File: config.mk
export PLATFORM = sky130hd
export DESIGN_NAME = aab_exec
export DESIGN_NICKNAME = d
export VERILOG_FILES = /design/src/aab_pkg.sv /design/src/aab_dec_if.sv /design/src/aab_exec.sv /design/src/aab_decode.sv
export VERILOG_INCLUDE_DIRS = /design/src
export SDC_FILE = /design/constraint.sdc
export NUM_CORES = 1
export LEC_CHECK = 0
export ABC_CLOCK_PERIOD_IN_PS = 2000
export BUFFER_PORTS_ARGS = -buffer_cell sky130_fd_sc_hd__buf_2
export CAP_MARGIN = 20
export CORE_MARGIN = 2
export CORE_UTILIZATION = 50
export DETAILED_ROUTE_END_ITERATION = 10
export PLACE_DENSITY = 0.79
export SYNTH_ARGS = -nofsm -noshare
export SYNTH_HDL_FRONTEND = slang
export SYNTH_SLANG_ARGS = --single-unit
File: constraint.sdc
create_clock -name mclk -period 2 [get_ports mclk]
set_input_delay 0.4 -clock mclk [delete_from_list [all_inputs] [get_ports mclk]]
set_output_delay 0.4 -clock mclk [all_outputs]
set_load 0.01 [all_outputs]
File: src/aab_map.svh
`ifndef AAB_MAP_SVH
`define AAB_MAP_SVH
// opcode patterns of the decoded 12-bit word
`define AAB_OPC_ANDLIT_HI  4'he
`define AAB_OPC_ANDREG_HI  6'h05
`define AAB_OPC_BITCLR_HI  4'h4
`define AAB_OPC_BITSET_HI  4'h5
`define AAB_OPC_BTSKIP_HI  4'h6
// field positions
`define AAB_F_LSB          0
`define AAB_F_MSB          4
`define AAB_B_LSB          5
`define AAB_B_MSB          7
`define AAB_D_BIT          5
`define AAB_K_MSB          7
// reset values
`define AAB_ACC_RST        8'h00
`define AAB_Z_RST          1'b0
`endif

File: src/aab_pkg.sv
package aab_pkg;
  typedef enum logic [2:0] {
    AAB_OP_NONE   = 3'h0,
    AAB_OP_ANDLIT = 3'h1,
    AAB_OP_ANDREG = 3'h3,
    AAB_OP_BCLR   = 3'h2,
    AAB_OP_BSET   = 3'h6,
    AAB_OP_BTSK   = 3'h7
  } aab_op_t;
  typedef enum logic [0:0] {
    AAB_ST_RUN  = 1'b0,
    AAB_ST_SKIP = 1'b1
  } aab_state_t;
endpackage

File: src/aab_dec_if.sv
`timescale 1ns/1ps
interface aab_dec_if;
  aab_pkg::aab_op_t op;
  logic [4:0]       faddr;
  logic [2:0]       bsel;
  logic             dest_f;
  logic [7:0]       lit;
  modport dec (output op, output faddr, output bsel, output dest_f, output lit);
  modport exe (input op, input faddr, input bsel, input dest_f, input lit);
endinterface

File: src/aab_exec.sv
// Behaviour
// - opcode 1110: acc and literal into acc
// - register and, d=0 result to acc
// - register and, d=1 result to file
// - bit clear, other bits and flags kept
// - bit set, other bits and flags kept
// - bit test skip next when zero
// - file address low five, bit above
// - skip replaces next word by no-op
`timescale 1ns/1ps
`include "aab_map.svh"
module aab_exec (
  input  wire logic        mclk,
  input  wire logic        srst,
  input  wire logic        instr_valid,
  input  wire logic [11:0] instr,
  input  wire logic [7:0]  file_rdata,
  output logic [4:0]       file_addr,
  output logic             file_we,
  output logic [7:0]       file_wdata,
  output logic [7:0]       acc,
  output logic             zero_flag,
  output logic             zero_we,
  output logic             skip_next,
  output logic             slot_nop
);
  typedef struct packed {
    logic [7:0]          acc;
    logic                z;
    logic                zwe;
    logic                we;
    logic [7:0]          wdata;
    logic                skipq;
    aab_pkg::aab_state_t st;
  } aab_state_s_t;

  aab_state_s_t s_q;
  aab_state_s_t s_d;
  aab_dec_if    dif ();

  aab_decode u_dec (
    .instr (instr),
    .d     (dif)
  );

  // bit mask shared by the three bit ops
  function automatic logic [7:0] bit_mask(input logic [2:0] b);
    bit_mask = 8'h01 << b;
  endfunction

  // file address comes straight from decode so the read is same-cycle
  assign file_addr = dif.faddr;

  logic [7:0] and_res;
  logic       exec_ok;
  assign and_res = s_q.acc & ((dif.op == aab_pkg::AAB_OP_ANDLIT) ? dif.lit : file_rdata);
  // the slot after a taken skip is swallowed, whatever word it holds
  assign exec_ok = instr_valid && (s_q.st == aab_pkg::AAB_ST_RUN);

  // next-state computation
  always_comb begin
    s_d       = s_q;
    s_d.we    = 1'b0;
    s_d.zwe   = 1'b0;
    s_d.skipq = 1'b0;
    if (instr_valid && s_q.st == aab_pkg::AAB_ST_SKIP) begin
      s_d.st = aab_pkg::AAB_ST_RUN;
    end
    if (exec_ok) begin
      unique case (dif.op)
        aab_pkg::AAB_OP_ANDLIT: begin
          s_d.acc = and_res;
          s_d.z   = (and_res == 8'h00);
          s_d.zwe = 1'b1;
        end
        aab_pkg::AAB_OP_ANDREG: begin
          if (dif.dest_f) begin
            s_d.we    = 1'b1;
            s_d.wdata = and_res;
          end else begin
            s_d.acc = and_res;
          end
          s_d.z   = (and_res == 8'h00);
          s_d.zwe = 1'b1;
        end
        aab_pkg::AAB_OP_BCLR: begin
          s_d.we    = 1'b1;
          s_d.wdata = file_rdata & ~bit_mask(dif.bsel);
        end
        aab_pkg::AAB_OP_BSET: begin
          s_d.we    = 1'b1;
          s_d.wdata = file_rdata | bit_mask(dif.bsel);
        end
        aab_pkg::AAB_OP_BTSK: begin
          if ((file_rdata & bit_mask(dif.bsel)) == 8'h00) begin
            s_d.skipq = 1'b1;
            s_d.st    = aab_pkg::AAB_ST_SKIP;
          end
        end
        aab_pkg::AAB_OP_NONE: begin
        end
      endcase
    end
  end

  // single state register
  always_ff @(posedge mclk) begin
    if (srst) begin
      s_q <= '{acc: `AAB_ACC_RST, z: `AAB_Z_RST, zwe: 1'b0, we: 1'b0,
               wdata: 8'h00, skipq: 1'b0, st: aab_pkg::AAB_ST_RUN};
    end else begin
      s_q <= s_d;
    end
  end

  // write port is registered: the file sees the write one edge later
  assign file_we    = s_q.we;
  assign file_wdata = s_q.wdata;
  assign acc        = s_q.acc;
  assign zero_flag  = s_q.z;
  assign zero_we    = s_q.zwe;
  assign skip_next  = s_q.skipq;
  assign slot_nop   = instr_valid && (s_q.st == aab_pkg::AAB_ST_SKIP);

  // checks
  property p_andlit;
    @(posedge mclk) disable iff (srst)
      (exec_ok && dif.op == aab_pkg::AAB_OP_ANDLIT) |=> (acc == $past(and_res) && zero_we);
  endproperty
  a_andlit: assert property (p_andlit) else $error("literal and wrong");
  property p_andw;
    @(posedge mclk) disable iff (srst)
      (exec_ok && dif.op == aab_pkg::AAB_OP_ANDREG && !dif.dest_f) |=> (!file_we && acc == $past(and_res));
  endproperty
  a_andw: assert property (p_andw) else $error("and to acc wrong");
  property p_andf;
    @(posedge mclk) disable iff (srst)
      (exec_ok && dif.op == aab_pkg::AAB_OP_ANDREG && dif.dest_f) |=> (file_we && $stable(acc));
  endproperty
  a_andf: assert property (p_andf) else $error("and to file wrong");
  property p_bclr;
    @(posedge mclk) disable iff (srst)
      (exec_ok && dif.op == aab_pkg::AAB_OP_BCLR) |=>
        (file_we && !zero_we && file_wdata == ($past(file_rdata) & ~bit_mask($past(dif.bsel))));
  endproperty
  a_bclr: assert property (p_bclr) else $error("bit clear wrong");
  property p_bset;
    @(posedge mclk) disable iff (srst)
      (exec_ok && dif.op == aab_pkg::AAB_OP_BSET) |=>
        (file_we && !zero_we && file_wdata == ($past(file_rdata) | bit_mask($past(dif.bsel))));
  endproperty
  a_bset: assert property (p_bset) else $error("bit set wrong");
  property p_skip;
    @(posedge mclk) disable iff (srst)
      (exec_ok && dif.op == aab_pkg::AAB_OP_BTSK) |=>
        (skip_next == ($past(file_rdata[dif.bsel]) == 1'b0) && !zero_we && !file_we);
  endproperty
  a_skip: assert property (p_skip) else $error("skip decision wrong");
  property p_zero;
    @(posedge mclk) disable iff (srst)
      zero_we |-> (zero_flag == (($past(and_res)) == 8'h00));
  endproperty
  a_zero: assert property (p_zero) else $error("zero flag wrong");
  property p_nop;
    @(posedge mclk) disable iff (srst)
      (skip_next && instr_valid) |-> (slot_nop ##1 (!file_we && !zero_we && $stable(acc)));
  endproperty
  a_nop: assert property (p_nop) else $error("skipped slot executed");
  property p_addr;
    @(posedge mclk) disable iff (srst)
      file_addr == instr[4:0];
  endproperty
  a_addr: assert property (p_addr) else $error("file address field wrong");

  // only the selected bit may differ from the value that was read
  property p_bitpos;
    @(posedge mclk) disable iff (srst)
      (exec_ok && (dif.op == aab_pkg::AAB_OP_BCLR || dif.op == aab_pkg::AAB_OP_BSET)) |=>
        (((file_wdata ^ $past(file_rdata)) & ~bit_mask($past(dif.bsel))) == 8'h00);
  endproperty
  a_bitpos: assert property (p_bitpos) else $error("bit op touched other bits");

  // literal and never reaches the file or the skip logic
  property p_lit_only;
    @(posedge mclk) disable iff (srst)
      (exec_ok && dif.op == aab_pkg::AAB_OP_ANDLIT) |=> (!file_we && !skip_next);
  endproperty
  a_lit_only: assert property (p_lit_only) else $error("literal and had side effects");

  // file destination carries the and result and still updates zero
  property p_andf_data;
    @(posedge mclk) disable iff (srst)
      (exec_ok && dif.op == aab_pkg::AAB_OP_ANDREG && dif.dest_f) |=>
        (file_wdata == $past(and_res) && zero_we);
  endproperty
  a_andf_data: assert property (p_andf_data) else $error("and to file data wrong");

  // bit clear leaves the working register and flags alone
  property p_bclr_keep;
    @(posedge mclk) disable iff (srst)
      (exec_ok && dif.op == aab_pkg::AAB_OP_BCLR) |=> ($stable(acc) && $stable(zero_flag) && !skip_next);
  endproperty
  a_bclr_keep: assert property (p_bclr_keep) else $error("bit clear changed state");

  // bit set leaves the working register and flags alone
  property p_bset_keep;
    @(posedge mclk) disable iff (srst)
      (exec_ok && dif.op == aab_pkg::AAB_OP_BSET) |=> ($stable(acc) && $stable(zero_flag) && !skip_next);
  endproperty
  a_bset_keep: assert property (p_bset_keep) else $error("bit set changed state");

  // the test itself changes nothing but the skip decision
  property p_skip_keep;
    @(posedge mclk) disable iff (srst)
      (exec_ok && dif.op == aab_pkg::AAB_OP_BTSK) |=> ($stable(acc) && $stable(zero_flag));
  endproperty
  a_skip_keep: assert property (p_skip_keep) else $error("bit test changed state");

  // zero flag only moves together with its strobe
  property p_zero_hold;
    @(posedge mclk) disable iff (srst)
      !zero_we |-> $stable(zero_flag);
  endproperty
  a_zero_hold: assert property (p_zero_hold) else $error("zero flag moved without strobe");

  // exactly one word is swallowed, so the skip costs one extra cycle
  property p_slot_once;
    @(posedge mclk) disable iff (srst)
      slot_nop |=> !slot_nop;
  endproperty
  a_slot_once: assert property (p_slot_once) else $error("more than one slot swallowed");
endmodule

File: src/aab_decode.sv
`timescale 1ns/1ps
`include "aab_map.svh"
module aab_decode (
  input  wire logic [11:0] instr,
  aab_dec_if.dec           d
);
  // pure decode of the opcode and operand fields
  always_comb begin
    d.faddr  = instr[`AAB_F_MSB:`AAB_F_LSB];
    d.bsel   = instr[`AAB_B_MSB:`AAB_B_LSB];
    d.dest_f = instr[`AAB_D_BIT];
    d.lit    = instr[`AAB_K_MSB:0];
    if (instr[11:8] == `AAB_OPC_ANDLIT_HI) begin
      d.op = aab_pkg::AAB_OP_ANDLIT;
    end else if (instr[11:6] == `AAB_OPC_ANDREG_HI) begin
      d.op = aab_pkg::AAB_OP_ANDREG;
    end else if (instr[11:8] == `AAB_OPC_BITCLR_HI) begin
      d.op = aab_pkg::AAB_OP_BCLR;
    end else if (instr[11:8] == `AAB_OPC_BITSET_HI) begin
      d.op = aab_pkg::AAB_OP_BSET;
    end else if (instr[11:8] == `AAB_OPC_BTSKIP_HI) begin
      d.op = aab_pkg::AAB_OP_BTSK;
    end else begin
      d.op = aab_pkg::AAB_OP_NONE;
    end
  end
endmodule

==> metrics.md, run 1 <==
| Metric | Value |
|---|---|
| Slowest CP cell | a21oi_4 |
| Max Fclk | 638.5 MHz |
| Met1 usage | 0.2760 |
| Synth Register Bits | 21 |
| Sink Count | 21 |
| Root buffer cell | clkbuf_4 |
| CP peak stage delay | 390 ps |
| Wire length per cell | 15.31 um |
| Vias in the first global route | 1315 |
| Detailed Route Iter0 Violations | 51 |
| Final setup fails | 0 |
| Cell Rows | 19 |
| CP required | 2240 ps |
| Min-Delay Path Class | in2reg |
| Final Hold Vio Count | 0 |
| Clk buf depth | 2 |
| Synth Net Count | 195 |
| Hold buffer count at cts | 0 |
| Fin util | 0.5852 |
| Cells after DPL | 230 |
| Most Crowded Layer GR | met2 |
| Pin count of the biggest net entering global routing | 19 |
| Global router's overall resource usage | 0.2273 |
| Dpl ws | 100.4 ps |
| Synth cell types | 40 |
| CP endpoint kind | flip-flop |
| Primary FF master, synth | dfxtp_1 |
| Grt met3 use | 0.03125 |
| RePlAce Congestion | 0.9484 |
| Static Leak | 0.6972 nW |
| Fin cells | 234 |
| Antenna violations before repair | 0 |
| Number of top-level pins | 49 |
| Final Max Tran Viols | 0 |
| Worst hold slack | 354.7 ps |
| Clock Latency Late Sink | 310 ps |
| First-pass DRT Iterations | 4 |
| Slew HR | 0.7285 |
| Post-CTS resize count | 0 |
| Fin Clk Skew | 5.188 ps |
| PnR worst setup slack | 433.9 ps |
| Die Height | 58.18 um |
| Seq/Total Area, Yosys | 0.2864 |
| Post-CTS Setup Bufs | 0 |
| Tmin final | 1566 ps |
| Worst path cell trace | buf_2 > nor4b_4 > nand3_4 > a21oi_4 > nor2_1 > a311oi_2 |
| YS warnings | 0 |
| CTS H-Tree Depth | 1 |
| Status | finished clean |
| Area grow syn2layout | 10.91% |
| CTS tree | built |
| DRC Markers | 0 |
| VDD IR-drop max | 0.0003548 V |
| Net count reported at finish | 227 |
| Post-synthesis cell count | 172 |
| Met2 usage | 0.4042 |
| First-pass GRT wire length | 5927 um |
| Kind of critical path | in2reg |
| Port-buffer cells | 48 |
| Synth async-reset ratio | 0 |
| Antenna Cells | 0 |
| Share of cells above drive strength 1 | 0.3251 |
| RSZ-0062 raised after global routing | no |
| Setup TNS | 0 ps |
| PD cells | 497.4 nW/um^2 |
| Final ANT Viol Nets | 0 |
| Post-synth EDFFs | 0 |
| Worst-path clk slew | 130 ps |
| Initial Util | 0.5277 |
| Die Area | 3385 um^2 |
| Cell Area, Synth | 1468 um^2 |
| Period utilization | 0.7830 |
| Syn Area/Cell | 8.533 um^2 |
| Crit start category | primary input |
| CTS Buf Count | 3 |
| Routed Wire Length | 3583 um |
| CP arrival | 1800 ps |
| Routed vias | 1382 |
| Core area | 2781 um^2 |
| CP max FO | 16 |
| HPWL Detailed | 2819 um |
| Routed vias/inst | 5.906 |
| Grt total ovfl | 0 |
| Die Span X | 58.18 um |
| Tightest Pin Transition | 406.3 ps |
| Max Cap Violations | 0 |
## power breakdown
part | internal [W] | leakage, nW | switching, W
clock | 0.0000748 | 0.0177 | 0.000140
combinational | 0.0000715 | 0.510 | 0.0000951
sequential | 0.000425 | 0.170 | 0.00000317
## layout by cell type, fill, tap and decap left out, drive strengths merged, types with 2 or more instances in the layout
cell type	Yosys	final
nand3	6	6
a211oi	9	9
a311oi	2	2
or3b	2	2
nand2	7	7
inv	5	5
mux2i	13	13
o31ai	2	2
clkbuf	4	3
nand2b	14	14
and2	2	2
o31a	2	2
buf	25	56
nor2b	5	5
or3	2	2
o22ai	2	2
o22a	4	4
nor2	10	10
o21ai	6	6
nand3b	4	4
a21oi	12	12
dfxtp	21	21
## worst max-delay path: cells and delay by family
kind	cells	cell delay, ps
AOI/OAI and AO/OA	2	620
buffers and inverters	1	150
and+or+nand+nor	3	620
## state kept, by name (all words and copies together), names as in the netlist
signal      cells
acc             8
file_wdata      8
file_we         1
s_q             1
skip_next       1
zero_flag       1
zero_we         1
## layout make-up
type	instances	area, um^2
inverters	5	18.77
flip-flops and latches	21	420.4
well taps	31	38.79
clock buffers	3	22.52
fillers	240	1154
multi-input cells	117	822.0
repair buffers	56	300.3
clock inverters	1	5.005
## worst paths after layout
| path | cells after the start | slack, ps | start | endpoint |
|---|---|---|---|---|
| min reg2reg | 2 | 470 | acc[1]$_SDFFE_PP0P_ | acc[1]$_SDFFE_PP0P_ |
| max | 6 | 430 | instr[9] | file_wdata[0]$_SDFFE_PP0P_ |
| max reg2reg | 5 | 550 | s_q[0]$_SDFF_PP0_ | zero_flag$_SDFFE_PP0P_ |
| min | 3 | 350 | instr[1] | acc[1]$_SDFFE_PP0P_ |
## cells in the mapped netlist, types with 4 or more instances
master    number  area, um^2
a211oi_1       9       67.56
a21oi_1       11       55.05
buf_4         22       165.2
clkbuf_1       4       15.01
dfxtp_1       21       420.4
inv_1          5       18.77
mux2i_1       13       130.1
nand2_1        7       26.28
nand2b_1      14       87.58
nand3_1        5       25.02
nand3b_1       4       30.03
nor2_1        10       37.54
nor2b_1        5       31.28
o21ai_0        6       30.03
o22a_1         4       35.03
## stage by stage
| stage | total power (W) | cell area [um^2] |
|---|---|---|
| after floorplan | 0.0005491 | 1468 |
| after global placement | 0.0005974 | 1600 |
| after detailed placement | 0.0006020 | 1600 |
| after CTS | 0.0008132 | 1628 |
| after global routing | 0.0008532 | 1628 |
| final | 0.0008097 | 1628 |
## layer usage
metal | up-vias | routed length, um
li1 | 662 | -
met1 | 644 | 1506
met2 | 65 | 1757
met3 | 11 | 257
met4 | 0 | 62
met5 | - | 0
## kinds of logic after synthesis
family / share of synthesized area
AO/OA/AOI/OAI: 0.2140
XOR/XNOR: 0.005969
buffers and inverters: 0.1534
flip-flops: 0.2864
multiplexers: 0.08866
AND/OR/NAND/NOR: 0.2515
No activity file was read; power rests on OpenSTA's default activity.
==> run 2, diff against run 1 <==
--- a/config.mk
+++ b/config.mk
@@ -6,13 +6,14 @@
 export SDC_FILE = /design/constraint.sdc
 export NUM_CORES = 1
 export LEC_CHECK = 0
-export ABC_CLOCK_PERIOD_IN_PS = 2000
+export ABC_AREA = 1
+export ABC_CLOCK_PERIOD_IN_PS = 1300
 export BUFFER_PORTS_ARGS = -buffer_cell sky130_fd_sc_hd__buf_2
 export CAP_MARGIN = 20
 export CORE_MARGIN = 2
-export CORE_UTILIZATION = 50
+export CORE_UTILIZATION = 46
 export DETAILED_ROUTE_END_ITERATION = 10
-export PLACE_DENSITY = 0.79
+export PLACE_DENSITY = 0.76
 export SYNTH_ARGS = -nofsm -noshare
 export SYNTH_HDL_FRONTEND = slang
 export SYNTH_SLANG_ARGS = --single-unit
==> constraint.sdc (replaced) <==
create_clock -name mclk -period 1.3 [get_ports mclk]
set_input_delay 0.26 -clock mclk [delete_from_list [all_inputs] [get_ports mclk]]
set_output_delay 0.26 -clock mclk [all_outputs]
set_load 0.01 [all_outputs]
==> run 2 against run 1 <==
  * Combinational power is 87% higher
  * Synthesized cell count increased by 51%
  * Die area rose by 12%
  * Setup slack got worse by 320 ps
  * Non-clock buffer count up 13
  * Via count is 20% higher
  * Synthesized area grew 4.3%
  * Global-route usage is 0.45 points lower
==> metrics.md, run 2 <==
| Metric | Value |
|---|---|
| Synth async-reset ratio | 0 |
| Synth Net Count | 282 |
| Share of cells above drive strength 1 | 0.3107 |
| Synth cell count leaders | 72 x nand2_1, 35 x inv_1, 34 x nor2_1 |
| CP endpoint kind | flip-flop |
| Detailed Route Iter0 Violations | 46 |
| Clk buf depth | 2 |
| Cell Area, Synth | 1530 um^2 |
| Grt total ovfl | 0 |
| CP required | 1520 ps |
| Routed vias/inst | 4.714 |
| Area share of the largest cell type after synthesis | 0.2747 |
| Cell taking the most area after synthesis | dfxtp_1 |
| Status | finished clean |
| Synth area leaders | dfxtp_1 27%, nand2_1 18%, buf_4 10%, inv_1 8.6%, nand3_1 8.5% |
| Hold buffer count at cts | 0 |
| CTS Buf Count | 3 |
| CTS tree | built |
| R2R cell count | 5 |
| Period utilization | 0.9160 |
| Power Total | 0.001308 W |
| VDD IR-drop max | 0.0005166 V |
| Wire length per cell | 11.27 um |
| Pin count of the biggest net entering global routing | 19 |
| Dpl cell area | 1805 um^2 |
| Met3 Wirelength | 162 um |
| Area grow syn2layout | 24.86% |
| Worst-path clk slew | 130 ps |
| DRC Markers | 0 |
| Final ANT Viol Nets | 0 |
| Vias in the first global route | 1420 |
| Commonest non-fill, non-tap cell in the layout | nand2_1 |
| Sink Count | 21 |
| Post-synthesis cell count | 259 |
| Synth cell types | 24 |
| Max Fclk | 839.8 MHz |
| Fin Clk Skew | 1.157 ps |
| Slew HR | 0.8016 |
| Initial Util | 0.4931 |
| Hold path depth | 4 |
| Tmin final | 1191 ps |
| Die Area | 3804 um^2 |
| Hold path startpoint | instr_valid |
| CTS H-Tree Depth | 1 |
| Die Height | 61.68 um |
| Fin cells | 353 |
| Worst R2R Start | s_q[0]$_SDFF_PP0_ |
| Post-synth EDFFs | 0 |
| Static Leak | 1.107 nW |
| Syn Area/Cell | 5.908 um^2 |
| First-pass GRT wire length | 6320 um |
| Reg2reg setup slack | 110 ps |
| Number of top-level pins | 49 |
| Max Cap Violations | 0 |
| Final Cell Area | 1911 um^2 |
| Net count reported at finish | 333 |
| Min-Delay Path Class | in2reg |
| Dpl ws | -131.2 ps |
| Routed Wire Length | 3977 um |
| Worst Hold End | s_q[0]$_SDFF_PP0_ |
| YS warnings | 0 |
| Antenna Cells | 0 |
| Primary FF master, synth | dfxtp_1 |
| HPWL Detailed | 3016 um |
| Antenna violations before repair | 0 |
| Cell Rows | 20 |
| Max layer used | met4 |
| RSZ-0062 raised after global routing | no |
| Tightest Pin Transition | 297.3 ps |
| Reg2reg end | acc[7]$_SDFFE_PP0P_ |
| Root buffer cell | clkbuf_4 |
| Most frequent cell after synthesis | nand2_1 |
| Core area | 3103 um^2 |
| Final setup fails | 0 |
| PnR worst setup slack | 109.2 ps |
| Die Span X | 61.68 um |
| Most frequent cells in the layout | 72 x nand2_1, 48 x buf_2, 34 x inv_1, 33 x nor2_1, 26 x nand3_1 |
| Global router's overall resource usage | 0.2228 |
| Routed vias | 1664 |
| Final Max Tran Viols | 0 |
| Seq/Total Area, Yosys | 0.2747 |
| Clock Latency Late Sink | 310 ps |
| CP arrival | 1410 ps |
| Final Hold Vio Count | 0 |
| DRT met1 WL | 1954 um |
| CP max FO | 8 |
| Crit start category | flip-flop |
| Met2 routed WL | 1823 um |
| # fillers | 345 |
| RePlAce Congestion | 0.9448 |
| Cells after DPL | 348 |
| Kind of critical path | reg2reg |
| PD cells | 684.7 nW/um^2 |
| First-pass DRT Iterations | 4 |
| Port-buffer cells | 48 |
| Synth Register Bits | 21 |
## run 2: worst max path at each step
stage | end | start | slack (ps)
after floorplan | file_wdata[3]$_SDFFE_PP0P_ | s_q[0]$_SDFF_PP0_ | 120
after global placement | file_wdata[2]$_SDFFE_PP0P_ | instr[11] | -110
after detailed placement | file_wdata[2]$_SDFFE_PP0P_ | instr[11] | -130
after CTS | acc[7]$_SDFFE_PP0P_ | s_q[0]$_SDFF_PP0_ | 20
after global routing | acc[4]$_SDFFE_PP0P_ | s_q[0]$_SDFF_PP0_ | 40
final | acc[7]$_SDFFE_PP0P_ | s_q[0]$_SDFF_PP0_ | 110
## run 2: where the power goes
part	internal, W	total (W)	switching (W)
registers	0.000657	0.000663	0.00000549
clock network	0.000115	0.000333	0.000218
logic	0.000129	0.000312	0.000183
## run 2: cells by family (layout without fill, tap and decap cells)
kind of cell | after synthesis | after routing | share of synthesized area
AOI/OAI and AO/OA | 23 | 23 | 0.08096
buffers and inverters | 61 | 110 | 0.2069
DFF | 21 | 21 | 0.2747
and+or+nand+nor | 154 | 155 | 0.4374
## run 2: what timing repair did
action | 4_1_cts | 5_1_grt
gates resized for setup | 2 | 15
pin swaps | 0 | 1
gates cloned | 0 | 1
setup buffers | 0 | 0
endpoints found under the setup margin | 5 | 17
## run 2: routing by layer
metal,global-route usage,vias to the layer above
met5,0,-
met4,0.04559,0
met3,0.02101,4
met2,0.3549,39
met1,0.3270,727
li1,-,894
## run 2: worst max-delay path, stage by stage, from the launching register on
cell and delay (ps):
dfxtp_1 350, or2_4 280, a21oi_4 160, nand2_4 110, a21oi_1 150, nor2_1 50
## run 2: through the flow
| step | util | hold WS, ps | setup TNS (ps) |
|---|---|---|---|
| floorplan | - | 429.8 | 0 |
| global placement | 0.5819 | 444.7 | -1437 |
| detailed placement | 0.5819 | 447.6 | -1748 |
| CTS | 0.5940 | 225.8 | 0 |
| global route | 0.6157 | 231.8 | 0 |
| finish | 0.6157 | 220.7 | 0 |
## run 2: final cells by class
cell class | instances | area, um^2 | share of cell area
clock buffer | 3 | 22.52 | 0.01179
timing repair buffer | 69 | 397.9 | 0.2083
clock inverter | 1 | 5.005 | 0.002620
inverter | 37 | 138.9 | 0.07269
sequential | 21 | 420.4 | 0.2200
tap | 44 | 55.05 | 0.02881
multi-input combinational | 178 | 870.8 | 0.4558
